==> src/pkg/prog_pkg.sv <==
// Constants shared by the programmer host port map: port offsets, bit positions, reset values.
// Assumes the host addresses the programmer through 16-bit I/O port numbers.
package prog_pkg;
  localparam logic [15:0] PORT_DATA = 16'h00f0;
  localparam logic [15:0] PORT_CTRL = 16'h00f1;
  localparam logic [15:0] PORT_LOW = 16'h00f2;
  localparam int NIBBLE_BIT = 4;
  localparam int SOCKET_BIT = 5;
  localparam int START_RD_BIT = 6;
  localparam int HIGH_ADDR_MSB = 3;
  localparam logic [7:0] BYTE_RESET = 8'h00;
  localparam logic [3:0] NIBBLE_RESET = 4'h0;
  localparam logic [4:0] ERR_RESET = 5'h00;
  localparam logic [15:0] ADDR_PIN_RESET = 16'hffff;
endpackage : prog_pkg

==> src/pkg/host_port_if.sv <==
// Decoded host port accesses passed from the port decoder to the register core.
// Assumes both ends run on mclk; strobes are one-cycle pulses, selects are levels.
`timescale 1ns/1ps
interface host_port_if;
  logic wr_data_stb;
  logic wr_ctrl_stb;
  logic wr_low_stb;
  logic rd_data_sel;
  logic rd_status_sel;
  logic [7:0] wdata;
  modport dec (output wr_data_stb, wr_ctrl_stb, wr_low_stb, rd_data_sel, rd_status_sel, wdata);
  modport core (input wr_data_stb, wr_ctrl_stb, wr_low_stb, rd_data_sel, rd_status_sel, wdata);
endinterface : host_port_if

==> src/hw/port_decoder.sv <==
// Synchronises the host port pins and decodes them into register strobes.
// Assumes the host holds address and data stable around its active-low strobes.
`timescale 1ns/1ps
module port_decoder (
  // Clock, reset, enable
  input wire logic mclk,
  input wire logic resetn,
  input wire logic ce,
  // Host pins, active low except io_addr
  input wire logic [15:0] io_addr,
  input wire logic io_rd_n,
  input wire logic io_wr_n,
  input wire logic [7:0] host_write_bus_n,
  // Decoded accesses
  host_port_if.dec bus
);
  typedef struct packed {
    logic [15:0] addr_s1;
    logic [15:0] addr_s2;
    logic [7:0] data_s1;
    logic [7:0] data_s2;
    logic rd_n_s1;
    logic rd_n_s2;
    logic wr_n_s1;
    logic wr_n_s2;
    logic wr_n_s3;
  } sync_state_t;

  sync_state_t s_reg;
  sync_state_t s_next;
  logic wr_fall;

  // Two-stage synchronisers, third stage only for edge detection
  always_comb begin
    s_next = s_reg;
    s_next.addr_s1 = io_addr;
    s_next.addr_s2 = s_reg.addr_s1;
    s_next.data_s1 = host_write_bus_n;
    s_next.data_s2 = s_reg.data_s1;
    s_next.rd_n_s1 = io_rd_n;
    s_next.rd_n_s2 = s_reg.rd_n_s1;
    s_next.wr_n_s1 = io_wr_n;
    s_next.wr_n_s2 = s_reg.wr_n_s1;
    s_next.wr_n_s3 = s_reg.wr_n_s2;
  end

  always_ff @(posedge mclk or negedge resetn) begin
    if (!resetn) begin
      s_reg <= '{addr_s1: prog_pkg::ADDR_PIN_RESET, addr_s2: prog_pkg::ADDR_PIN_RESET,
                 data_s1: 8'hff, data_s2: 8'hff, rd_n_s1: 1'b1, rd_n_s2: 1'b1,
                 wr_n_s1: 1'b1, wr_n_s2: 1'b1, wr_n_s3: 1'b1};
    end else if (ce) begin
      s_reg <= s_next;
    end
  end

  // Decode only the three mapped offsets
  assign wr_fall = s_reg.wr_n_s3 & ~s_reg.wr_n_s2;
  assign bus.wr_data_stb = wr_fall && (s_reg.addr_s2 == prog_pkg::PORT_DATA);
  assign bus.wr_ctrl_stb = wr_fall && (s_reg.addr_s2 == prog_pkg::PORT_CTRL);
  assign bus.wr_low_stb = wr_fall && (s_reg.addr_s2 == prog_pkg::PORT_LOW);
  assign bus.rd_data_sel = !s_reg.rd_n_s2 && (s_reg.addr_s2 == prog_pkg::PORT_DATA);
  assign bus.rd_status_sel = !s_reg.rd_n_s2 && (s_reg.addr_s2 == prog_pkg::PORT_CTRL);
  assign bus.wdata = ~s_reg.data_s2;
endmodule : port_decoder

==> src/hw/programmer_port_map.sv <==
// Host-visible port map of the PROM programmer: write, control/address and low address
// registers, status byte and read-back path.
// Assumes an internal controller on mclk that performs PROM reads and programming.
`timescale 1ns/1ps
module programmer_port_map (
  // Clock, reset, enable
  input wire logic mclk,
  input wire logic resetn,
  input wire logic ce,
  // Host port pins, active low except io_addr
  input wire logic [15:0] io_addr,
  input wire logic io_rd_n,
  input wire logic io_wr_n,
  input wire logic [7:0] host_write_bus_n,
  output logic [7:0] host_read_bus_n,
  output logic read_ack_n,
  // Towards the PROM controller
  output logic [7:0] prom_write_data,
  output logic [11:0] prom_address,
  output logic [3:0] program_nibble,
  output logic nibble_select,
  output logic socket1_select,
  output logic socket2_select,
  output logic read_prom_req,
  output logic write_prom_req,
  // From the PROM controller
  input wire logic ctl_read_done,
  input wire logic [7:0] ctl_read_data,
  input wire logic ctl_prog_done,
  input wire logic program_done_ok,
  input wire logic program_failure,
  input wire logic [4:0] ctl_errors
);
  typedef struct packed {
    logic [7:0] wdata;
    logic [3:0] high;
    logic [7:0] low;
    logic nib;
    logic sock;
    logic rd_req;
    logic wr_req;
    logic ok;
    logic fail;
    logic [4:0] err;
    logic [7:0] rdata;
    logic [7:0] rbus_n;
    logic ack_n;
    logic [3:0] prog_nib;
  } core_state_t;

  core_state_t s_reg;
  core_state_t s_next;
  logic [7:0] status_byte;

  host_port_if bus ();

  port_decoder u_dec (
    .mclk(mclk),
    .resetn(resetn),
    .ce(ce),
    .io_addr(io_addr),
    .io_rd_n(io_rd_n),
    .io_wr_n(io_wr_n),
    .host_write_bus_n(host_write_bus_n),
    .bus(bus)
  );

  // Status byte: errors, failure, done, busy from D7 down to D0
  assign status_byte = {s_reg.err, s_reg.fail, s_reg.ok, s_reg.rd_req | s_reg.wr_req};

  // Next state: controller completions first, host strobes after so a set wins
  always_comb begin
    s_next = s_reg;
    if (ctl_read_done) begin
      s_next.rd_req = 1'b0;
      s_next.rdata = ctl_read_data;
      s_next.err = ctl_errors;
    end
    if (ctl_prog_done) begin
      s_next.wr_req = 1'b0;
      s_next.ok = program_done_ok;
      s_next.fail = program_failure;
      s_next.err = ctl_errors;
    end
    if (bus.wr_data_stb) begin
      s_next.wdata = bus.wdata;
      s_next.wr_req = 1'b1;
      s_next.ok = 1'b0;
      s_next.fail = 1'b0;
    end
    if (bus.wr_ctrl_stb) begin
      s_next.high = bus.wdata[prog_pkg::HIGH_ADDR_MSB:0];
      s_next.nib = bus.wdata[prog_pkg::NIBBLE_BIT];
      s_next.sock = bus.wdata[prog_pkg::SOCKET_BIT];
      if (bus.wdata[prog_pkg::START_RD_BIT]) begin
        s_next.rd_req = 1'b1;
        s_next.ok = 1'b0;
        s_next.fail = 1'b0;
      end
    end
    if (bus.wr_low_stb) begin
      s_next.low = bus.wdata;
    end
    // Nibble to program follows the select bit
    s_next.prog_nib = s_next.nib ? s_next.wdata[3:0] : s_next.wdata[7:4];
    // Read bus carries data while F0 is read, status otherwise, inverted on the pins
    s_next.rbus_n = ~(bus.rd_data_sel ? s_reg.rdata : status_byte);
    s_next.ack_n = ~(bus.rd_data_sel | bus.rd_status_sel);
  end

  always_ff @(posedge mclk or negedge resetn) begin
    if (!resetn) begin
      s_reg <= '{wdata: prog_pkg::BYTE_RESET, high: prog_pkg::NIBBLE_RESET,
                 low: prog_pkg::BYTE_RESET, nib: 1'b0, sock: 1'b0, rd_req: 1'b0,
                 wr_req: 1'b0, ok: 1'b0, fail: 1'b0, err: prog_pkg::ERR_RESET,
                 rdata: prog_pkg::BYTE_RESET, rbus_n: 8'hff, ack_n: 1'b1,
                 prog_nib: prog_pkg::NIBBLE_RESET};
    end else if (ce) begin
      s_reg <= s_next;
    end
  end

  // Outputs straight from the state
  assign host_read_bus_n = s_reg.rbus_n;
  assign read_ack_n = s_reg.ack_n;
  assign prom_write_data = s_reg.wdata;
  assign prom_address = {s_reg.high, s_reg.low};
  assign program_nibble = s_reg.prog_nib;
  assign nibble_select = s_reg.nib;
  assign socket1_select = s_reg.sock;
  assign socket2_select = ~s_reg.sock;
  assign read_prom_req = s_reg.rd_req;
  assign write_prom_req = s_reg.wr_req;
endmodule : programmer_port_map

==> config.mk <==
export PLATFORM = sky130hd
export DESIGN_NAME = programmer_port_map
export DESIGN_NICKNAME = d
export VERILOG_FILES = /design/src/pkg/prog_pkg.sv /design/src/pkg/host_port_if.sv /design/src/hw/port_decoder.sv /design/src/hw/programmer_port_map.sv
export SDC_FILE = /design/constraint.sdc
export NUM_CORES = 1
export LEC_CHECK = 0
export BUFFER_PORTS_ARGS = -buffer_cell sky130_fd_sc_hd__buf_4
export CAP_MARGIN = 20
export CORE_MARGIN = 2
export CORE_UTILIZATION = 50
export DETAILED_ROUTE_END_ITERATION = 6
export PLACE_DENSITY = 0.8
export SLEW_MARGIN = 20
export SYNTH_ARGS = -nofsm -noshare
export SYNTH_HDL_FRONTEND = slang
export SYNTH_SLANG_ARGS = --single-unit
==> constraint.sdc <==
create_clock -name mclk -period 1.9 [get_ports mclk]
set_clock_uncertainty 0.05 [all_clocks]
set_input_delay 0.19 -clock mclk [delete_from_list [all_inputs] [get_ports mclk]]
set_output_delay 0.19 -clock mclk [all_outputs]
set_load 0.02 [all_outputs]
Word-level counts from Yosys, hierarchy flattened:

Index checks and enable logic that the tools add are counted.

* add/sub/neg operators: 0
* multipliers: 0
* divide/modulo/power cells: 0
* order comparisons: 0
* equality and inequality tests: 3
* shift operators: 0
* muxes and demuxes: 11
* bitwise logic cells: 8
* reduce and logical (&&, ||, !) cells: 13

Operators with widths (number)
* == test 16 x 8 -> 1 bit (second input constant): 3
* 2-to-1 mux 8 bit: 3
* inverter 8 bit: 2
* 2-to-1 mux 13 bit: 1
* AND reduction 2 bit: 5
* 2-to-1 mux 3 bit: 2
* logical AND 1 bit: 5
* 2-to-1 mux 2 bit: 2
* 2-to-1 mux 4 bit: 1
* nonzero test 2 bit: 2
* inverter 1 bit: 3
* 2-to-1 mux 1 bit: 2
* OR 1 bit: 2
* bitwise AND 1 bit: 1
* logical NOT 1 bit: 1

* register bits after elaboration: 105
* bits in latches: 0
* bits in writable memories: 0
* ROM bits: 0
* bits of input ports: 46
* output and inout port bits: 38
* logic and storage cells: 58
* memories: 0

Logic depth before layout (Yosys ltp):

Gate-level depths: netlist of run 1.

* word-level depth: 6
* gate-level depth with buffers: 7

By module:

A second synthesis of run 1 with hierarchy kept.

* cells, all modules: 329
* area, all modules: 4606.9 um2

Modules (own cells, without submodules)
* programmer_port_map: instances 1, cells an instance 185, area each 2422.3 um2
* port_decoder: instances 1, cells an instance 144, area each 2184.6 um2

Worst setup path after synthesis of run 1:

OpenSTA, ideal clock, no wires.

* path type: register -> register
* from: register u_dec.s_reg[27] (netlist bit)
* to: register s_reg (netlist bit program_nibble[3])
* data arrival time: 1.803 ns
* setup slack: -0.079 ns
* cell stages (with the launch flop): 7
* buffers on the path: 1
* period minus slack after synthesis: 1.979 ns
* cell sequence: dfstp_2 nor3b_1 nand4_2 buf_6 o21a_1 o211a_1 a311o_1

* word-level cells in the longest chain between the ends: 4
* elaborated cells on any way between the ends: 7

RTL lines
* from (decl): line port_decoder.sv:29 `sync_state_t s_reg;`
* from (signal assigned): line port_decoder.sv:49 `s_reg <= '{addr_s1: prog_pkg::ADDR_PIN_RESET, addr_s2: prog_pkg::ADDR_PIN_RESET,`
* from (signal assigned): line port_decoder.sv:53 `s_reg <= s_next;`
* == test 16 x 8 -> 1 bit, on equally long branches: line port_decoder.sv:59, port_decoder.sv:60
* logical AND 1 bit, on equally long branches: line port_decoder.sv:59, port_decoder.sv:60
* 2-to-1 mux 8 bit / 2-to-1 mux 3 bit (equally long branches): line programmer_port_map.sv:85, programmer_port_map.sv:91
* 2-to-1 mux 4 bit (*): line programmer_port_map.sv:105 `s_next.prog_nib = s_next.nib ? s_next.wdata[3:0] : s_next.wdata[7:4];`
* to (signal assigned): line programmer_port_map.sv:113 `s_reg <= '{wdata: prog_pkg::BYTE_RESET, high: prog_pkg::NIBBLE_RESET,`
* to (signal assigned): line programmer_port_map.sv:119 `s_reg <= s_next;`
* to (decl): line programmer_port_map.sv:51 `core_state_t s_reg;`

Every way passes the cells marked *; elsewhere a longest branch is shown, timed or not.
A chain may end at the register's enable or synchronous reset.

Worst setup path after layout of run 1:

Ends and elaborated chain as after synthesis.

==> results of run 1 <==
Yosys cell counts (2+ instances only):
library cell   n  share of area, %
mux2_2        72                18
dfstp_2       62                35
dfrtp_1       43                23
buf_4         32               5.2
nand2_1       31               2.5
o21ai_0       28               3.0
mux2i_1       11               2.4
nor2_1         8              0.65
clkbuf_1       7              0.57
buf_1          5              0.41
inv_1          5              0.41
a21o_1         4              0.65
a21oi_1        4              0.43
nand4_1        4              0.54
a31oi_1        3              0.41
nand3_1        3              0.32
nor2b_1        3              0.41
nor3_1         3              0.32
and4_2         2              0.43
buf_2          2              0.22
stage by stage:
step	utilization, %	TNS (ps)	setup WS, ps
6_report	63.9	-148	-42.5
5_1_grt	63.9	-1160	-117
4_1_cts	62.3	-3.46	-3.46
3_5_place_dp	57.5	-322	-81.9
3_3_place_gp	57.5	-77.6	-52.3
2_1_floorplan	-	0	32.6
timing repair:
| item | CTS | global route |
|---|---|---|
| setup endpoints to repair | 10 | 35 |
| endpoints found under the hold margin | 23 | 3 |
| buffers inserted | 3 | 4 |
| gates cloned | 1 | 1 |
| pin swaps | 5 | 5 |
| gates resized for setup | 3 | 26 |
| hold buffers | 18 | 3 |
layout make-up:
type	count	area, um2
clock inverter	1	5.00
multi-input combinational	199	1680
tap	111	139
inverter	5	18.8
sequential	105	2710
clock buffer	15	209
timing repair buffer	127	1060
fill	712	3290
worst min-delay path by stage:
stage / slack [ps] / to / cells after the start
6_report: 10 / u_dec.s_next[11]$_DFFE_PN1P_ / 2
5_1_grt: 0.1 / u_dec.s_next[11]$_DFFE_PN1P_ / 2
4_1_cts: 0.9 / u_dec.s_next[11]$_DFFE_PN1P_ / 2
3_5_place_dp: 120 / nibble_select$_DFFE_PN0P_ / 1
3_3_place_gp: 120 / nibble_select$_DFFE_PN0P_ / 1
2_1_floorplan: -160 / nibble_select$_DFFE_PN0P_ / 0
cell usage in the layout, fill, tap and decap left out, types with 4 or more instances in the layout:
cell type      netlist  final
dlygate4sd3_1        0     21
mux2_2              72     69
clkbuf_8             0     11
nor2_1               8      8
o21ai_0             28     23
dfstp_2             62     62
nand4_1              4      4
buf_6                1      4
nand2_1             31     27
nand2_2              0      4
o21ai_1              1      5
dfrtp_1             43     43
mux2i_1             11     11
a21o_1               4      4
a21oi_1              4      4
buf_4               32     99
inv_1                5      5
worst max-delay path: stages, from the launching register on:
cell	delay (ps)
dfstp_2	560
nor3b_4	220
buf_6	140
nand4_4	160
o21a_1	240
o211a_1	210
a311o_1	260
power groups by stage:
stage / Clock (mW) / Combinational, mW / Sequential (mW)
3_3_place_gp: 0 / 0.606 / 2.79
2_1_floorplan: 0 / 0.430 / 2.73
5_1_grt: 1.55 / 0.764 / 2.81
3_5_place_dp: 0 / 0.630 / 2.80
4_1_cts: 1.46 / 0.679 / 2.77
6_report: 1.43 / 0.705 / 2.77
cells by family (layout without fill, tap and decap cells):
group                  count (synthesis)  after routing  share of synthesized area, %
AO/OA/AOI/OAI                         52             52                          6.90
multiplexers                          83             83                          19.9
buffers and inverters                 52            148                          7.04
AND/OR/NAND/NOR                       63             64                          7.63
flip-flops                           105            105                          58.5
routing by layer:
metal / GRT usage (%) / wire [um] / vias up
met5: 0 / 0 / -
met4: 4.74 / 111 / 0
met3: 4.46 / 392 / 12
met2: 30.4 / 4550 / 67
met1: 26.2 / 4140 / 1518
li1: - / - / 1403
==> results by group, run 1 <==
GRT
  – Initial antenna violation count: 0
  – Largest net degree at the start of global routing: 45
  – Vias in the first global route: 2932
  – Grt total ovfl: 0
  – GRT Resource Usage Total: 18.9%
  – Global-route wire length before repair: 14900 um

Pwr
  – Gate power share: 14.4%
  – Pwr per Cell Area: 843 nW/um2
  – Leakage: 2.58 nW
  – Reg power frac: 56.5%
  – Net Switching: 1.21 mW
  – Power, Total: 4.90 mW
  – Sw Share: 24.6%
  – Internal power: 3.70 mW
  – Peak VDD IR: 0.421 mV
  – Clock share of power: 29.1%

Clock tree
  – Num CTS Buffers: 9
  – Clock slew at reported path FFs: 90 ps
  – Clock latency on the worst-skew pair: 360 ps
  – Clock Tree Root: clkbuf_8
  – H-Tree Depth: 3
  – Max clock buf depth: 2
  – CTS tree: done
  – CTS Sinks: 105

Floorplanning
  – Core ar.: 9110 um2
  – Die X: 100 um
  – Die ar.: 10000 um2
  – Core Rows: 35
  – DIE HEIGHT: 100 um
  – IO Pins: 84
  – Initial Utilization: 50.8%

Setup path
  – Critical Path Source Type: flop
  – CP arrival: 2150 ps
  – Worst r2r src: u_dec.s_reg[27]$_DFFE_PN1P_
  – Worst reg-to-reg setup slack: -40 ps
  – CP max FO: 5
  – Critical path required time: 2100 ps
  – Crit end category: flop
  – Crit path to: program_nibble[3]$_DFFE_PN0P_
  – Crit. Startpoint: u_dec.s_reg[27]$_DFFE_PN1P_
  – FF-to-FF End: program_nibble[3]$_DFFE_PN0P_
  – Setup Crit Path Kind: reg -> reg
  – FF-to-FF path depth: 6

Synthesis
  – Post-synthesis cell count: 355
  – Register bit total from synthesis: 105
  – Yosys warns: 0
  – Netlist Area Pre-Place: 4620 um2
  – Post-synthesis cell type count: 43
  – Sequential area share after synthesis: 58.5%
  – Syn nets: 401
  – Main synth FF type: dfstp_2
  – Post-synth EDFFs: 0
  – Mapped Avg Cell Area: 13.0 um2
  – Ys async rst share: 100%

Cells and area
  – Largest register FFs: 27
  – Share of layout cells above drive strength 1: 60.4%
  – Final nets: 493
  – Design area: 5820 um2
  – Area grow syn2layout: 25.8%
  – Ant diodes: 0
  – Final cell count without fillers: 563

Flow run
  – Max Cap Viol: 0

Detailed routing
  – Post-Route WL: 9190 um
  – WL/cell: 16.3 um
  – Via count: 3000
  – First-pass DRT Iterations: 4
  – ANT nets after route: 0
  – # DRC: 0
  – Vias per std cell: 5.33
  – Number of DRC markers in iteration 0: 156

Timing
  – Max-slew violation count: 0
  – Finish-stage setup viols: 5
  – Tightest Pin Transition: 582 ps
  – Max Clock Freq: 0.515 GHz
  – Unrepaired setup endpoints after global routing: yes
  – Final hold vios: 0
  – Final WS setup: -42.5 ps
  – Hold Slack: 12.4 ps
  – Rel. slew slack: 60.9%
  – Minimum clock period after layout: 1940 ps
  – Final worst-path cycle share: 102%

Placed design
  – Dpl hpwl: 6180 um
  – Placed cell areas: 5230 um2
  – PortBufs: 83
  – Placer Congestion: 0.886
  – Placed cells: 517

Hold path
  – Hold Crit Start: host_write_bus_n[6]
  – Tightest Hold Check Type: in -> reg

Outcome
  – Failing checks: setup timing
  – Status: complete, but fails checks
No activity file was read; power rests on OpenSTA's default activity.
==> run 2, diff against run 1 <==
--- a/config.mk
+++ b/config.mk
@@ -15,3 +15,4 @@
 export SYNTH_ARGS = -nofsm -noshare
 export SYNTH_HDL_FRONTEND = slang
 export SYNTH_SLANG_ARGS = --single-unit
+export TNS_END_PERCENT = 1
==> constraint.sdc (replaced) <==
create_clock -name mclk -period 1.9 [get_ports mclk]
set_clock_uncertainty 0.05 [all_clocks]
set_input_delay 0.475 -clock mclk [delete_from_list [all_inputs] [get_ports mclk]]
set_output_delay 0.475 -clock mclk [all_outputs]
set_load 0.02 [all_outputs]
==> run 2 against run 1 <==
Effect of this change:
- the flow still finishes with violations (setup timing)
- sequential power is essentially flat
- combinational power is 11% lower
- flip-flop and latch count stayed put
- clock power rose by 4%
- count of clock-buffer cells in the layout shrank 5
- final area shrank 5.3%
- critical path depth unchanged
- global-route usage is 0.61 points lower
- critical endpoint unchanged
- highest routed layer unchanged
==> results by group, run 2 (synthesis gave the netlist of run 1 again) <==
Floorplanning
  – Die ar.: 10000 um2 (unchanged)
  – Initial Utilization: 50.8% (unchanged)
  – Core Rows: 35 (unchanged)
  – DIE HEIGHT: 100 um (unchanged)
  – IO Pins: 84 (unchanged)
  – Die X: 100 um (unchanged)
  – Core ar.: 9110 um2 (unchanged)

Setup path
  – FF-to-FF path depth: 6 (unchanged)
  – Worst reg-to-reg setup slack: -30 ps (about the same)
  – FF-to-FF End: program_nibble[3]$_DFFE_PN0P_
  – Max stage delay on crit path: 540 ps (-20 ps)
  – Critical path required time: 2090 ps (about the same)
  – Worst r2r src: u_dec.s_reg[28]$_DFFE_PN1P_
  – CP arrival: 2120 ps (-30 ps)
  – Crit. Startpoint: u_dec.s_reg[28]$_DFFE_PN1P_
  – Setup Crit Path Kind: reg -> reg
  – Critical Path Source Type: flop
  – CP delay by family, top: compound AO/OA/AOI/OAI gates
  – CP Buf/Inv Count: 1 (unchanged)
  – Crit-path slowest cell: dfstp_2
  – Crit end category: flop
  – Critical-path cell list: nor4b_4 > nand4_2 > buf_6 > o21a_1 > o211a_1 > a311o_1
  – CP max FO: 9 (+4)

GRT
  – Vias in the first global route: 2907 (-0.85%)
  – Grt total ovfl: 0 (unchanged)
  – Largest net degree at the start of global routing: 55 (+22%)
  – Initial antenna violation count: 0 (unchanged)
  – GRT Resource Usage Total: 18.3% (-0.61 points)
  – Global-route wire length before repair: 14200 um (-4.5%)

Hold path
  – Hold Crit Start: ctl_read_data[1]
  – Tightest Hold Check Type: in -> reg
  – Hold depth: 2 (unchanged)
  – WHS Endpoint: s_reg[14]$_DFFE_PN0P_

Outcome
  – Status: complete, but fails checks
  – Failing checks: setup timing

Timing
  – Unrepaired setup endpoints after global routing: yes
  – Rel. slew slack: 66.6% (+5.7 points)
  – Minimum clock period after layout: 1930 ps (-13.7 ps)
  – Final WS setup: -28.8 ps (+13.7 ps)
  – Final hold vios: 0 (unchanged)
  – Max-slew violation count: 0 (unchanged)
  – Finish-stage setup viols: 1 (-4)
  – Tightest Pin Transition: 497 ps (-85.4 ps)
  – Max Clock Freq: 0.518 GHz (+0.71%)
  – Final worst-path cycle share: 102% (-0.72 points)

Pwr
  – Power, Total: 4.88 mW (-0.46%)
  – Reg power frac: 56.7% (+0.2 points)
  – Peak VDD IR: 0.480 mV (+14%)
  – Internal power: 3.71 mW (+0.31%)
  – Pwr per Cell Area: 885 nW/um2 (+5.1%)
  – Sw Share: 24.0% (-0.58 points)
  – Clock share of power: 30.5% (+1.4 points)
  – Net Switching: 1.17 mW (-2.8%)
  – Leakage: 2.43 nW (-6.0%)
  – Gate power share: 12.9% (-1.5 points)

Clock tree
  – Clock Tree Root: clkbuf_8
  – Num CTS Buffers: 9 (unchanged)
  – Clock slew at reported path FFs: 100 ps (about the same)
  – CTS tree: done
  – CTS Sinks: 105 (unchanged)
  – Max clock buf depth: 2 (unchanged)
  – H-Tree Depth: 3 (unchanged)
  – Clock latency on the worst-skew pair: 350 ps (about the same)

Detailed routing
  – Vias per std cell: 5.32 (-0.17%)
  – Number of DRC markers in iteration 0: 83 (-47%)
  – First-pass DRT Iterations: 4 (unchanged)
  – WL/cell: 16.2 um (-0.79%)
  – Via count: 2846 (-5.1%)
  – # DRC: 0 (unchanged)
  – ANT nets after route: 0 (unchanged)
  – Post-Route WL: 8660 um (-5.7%)

Cells and area
  – Share of layout cells above drive strength 1: 61.8% (+1.4 points)
  – Design area: 5510 um2 (-5.3%)
  – Ant diodes: 0 (unchanged)
  – Largest register FFs: 27 (unchanged)
  – Final core occ: 60.5% (-3.4 points)
  – Final nets: 466 (-5.5%)
  – Most frequent cells in the layout: buf_4, mux2_2, dfstp_2, dfrtp_1, nand2_1
  – Commonest non-fill, non-tap cell in the layout: buf_4
  – Area grow syn2layout: 19.2%

Placed design
  – PortBufs: 83 (unchanged)
  – Worst slack, placed: -43.6 ps (+38.4 ps)
  – Placed cell areas: 5240 um2 (+0.14%)
  – Dpl hpwl: 6220 um (+0.74%)
  – Placer Congestion: 0.865 (-2.4%)

Flow run
  – Max Cap Viol: 0 (unchanged)
[run 2: layout make-up]
class / instances / area (um2)
Fill cell: 767 / 3600
Inverter: 5 / 18.8
Timing Repair Buffer: 101 / 806
Tap cell: 111 / 139
Clock buffer: 10 / 138
Clock inverter: 5 / 80.1
Multi-Input combinational cell: 198 / 1620
Sequential cell: 105 / 2710
[run 2: per-layer routing]
layer / vias up / share of wire, % / global-route usage, %
met5: - / 0 / 0
met4: 0 / 1.9 / 8.01
met2: 68 / 51 / 30.5
li1: 1338 / - / -
met3: 12 / 3.9 / 2.92
met1: 1428 / 43 / 23.8
[run 2: what timing repair did]
action	4_1_cts	5_1_grt
pin swaps	0	4
hold buffers	1	0
gates resized for setup	2	10
setup endpoints to repair	3	31
setup buffers	1	0
endpoints found under the hold margin	4	0
[run 2: worst max-delay path by stage]
stage / end / slack (ps) / cells past startpoint
after CTS: program_nibble[3]$_DFFE_PN0P_ / -20 / 6
after global routing: program_nibble[3]$_DFFE_PN0P_ / -100 / 6
after global placement: program_nibble[3]$_DFFE_PN0P_ / -20 / 6
after floorplan: prom_write_data[4]$_DFFE_PN0P_ / 30 / 6
final: program_nibble[3]$_DFFE_PN0P_ / -30 / 6
after detailed placement: program_nibble[3]$_DFFE_PN0P_ / -40 / 6
[run 2: stage by stage]
step / std cells / setup TNS (ps) / hold slack [ps]
2_1_floorplan: 355 / 0 / 129
3_3_place_gp: 518 / -17.0 / 287
3_5_place_dp: 518 / -43.6 / 296
4_1_cts: 535 / -17.2 / 272
5_1_grt: 535 / -776 / 281
6_report: 535 / -28.8 / 287
[run 2: power groups by stage]
stage / Clock (mW) / Combinational (mW) / Sequential [mW]
after floorplan: 0 / 0.430 / 2.73
after global placement: 0 / 0.607 / 2.79
after detailed placement: 0 / 0.626 / 2.80
after CTS: 1.53 / 0.631 / 2.76
after global routing: 1.61 / 0.688 / 2.80
final: 1.49 / 0.629 / 2.76
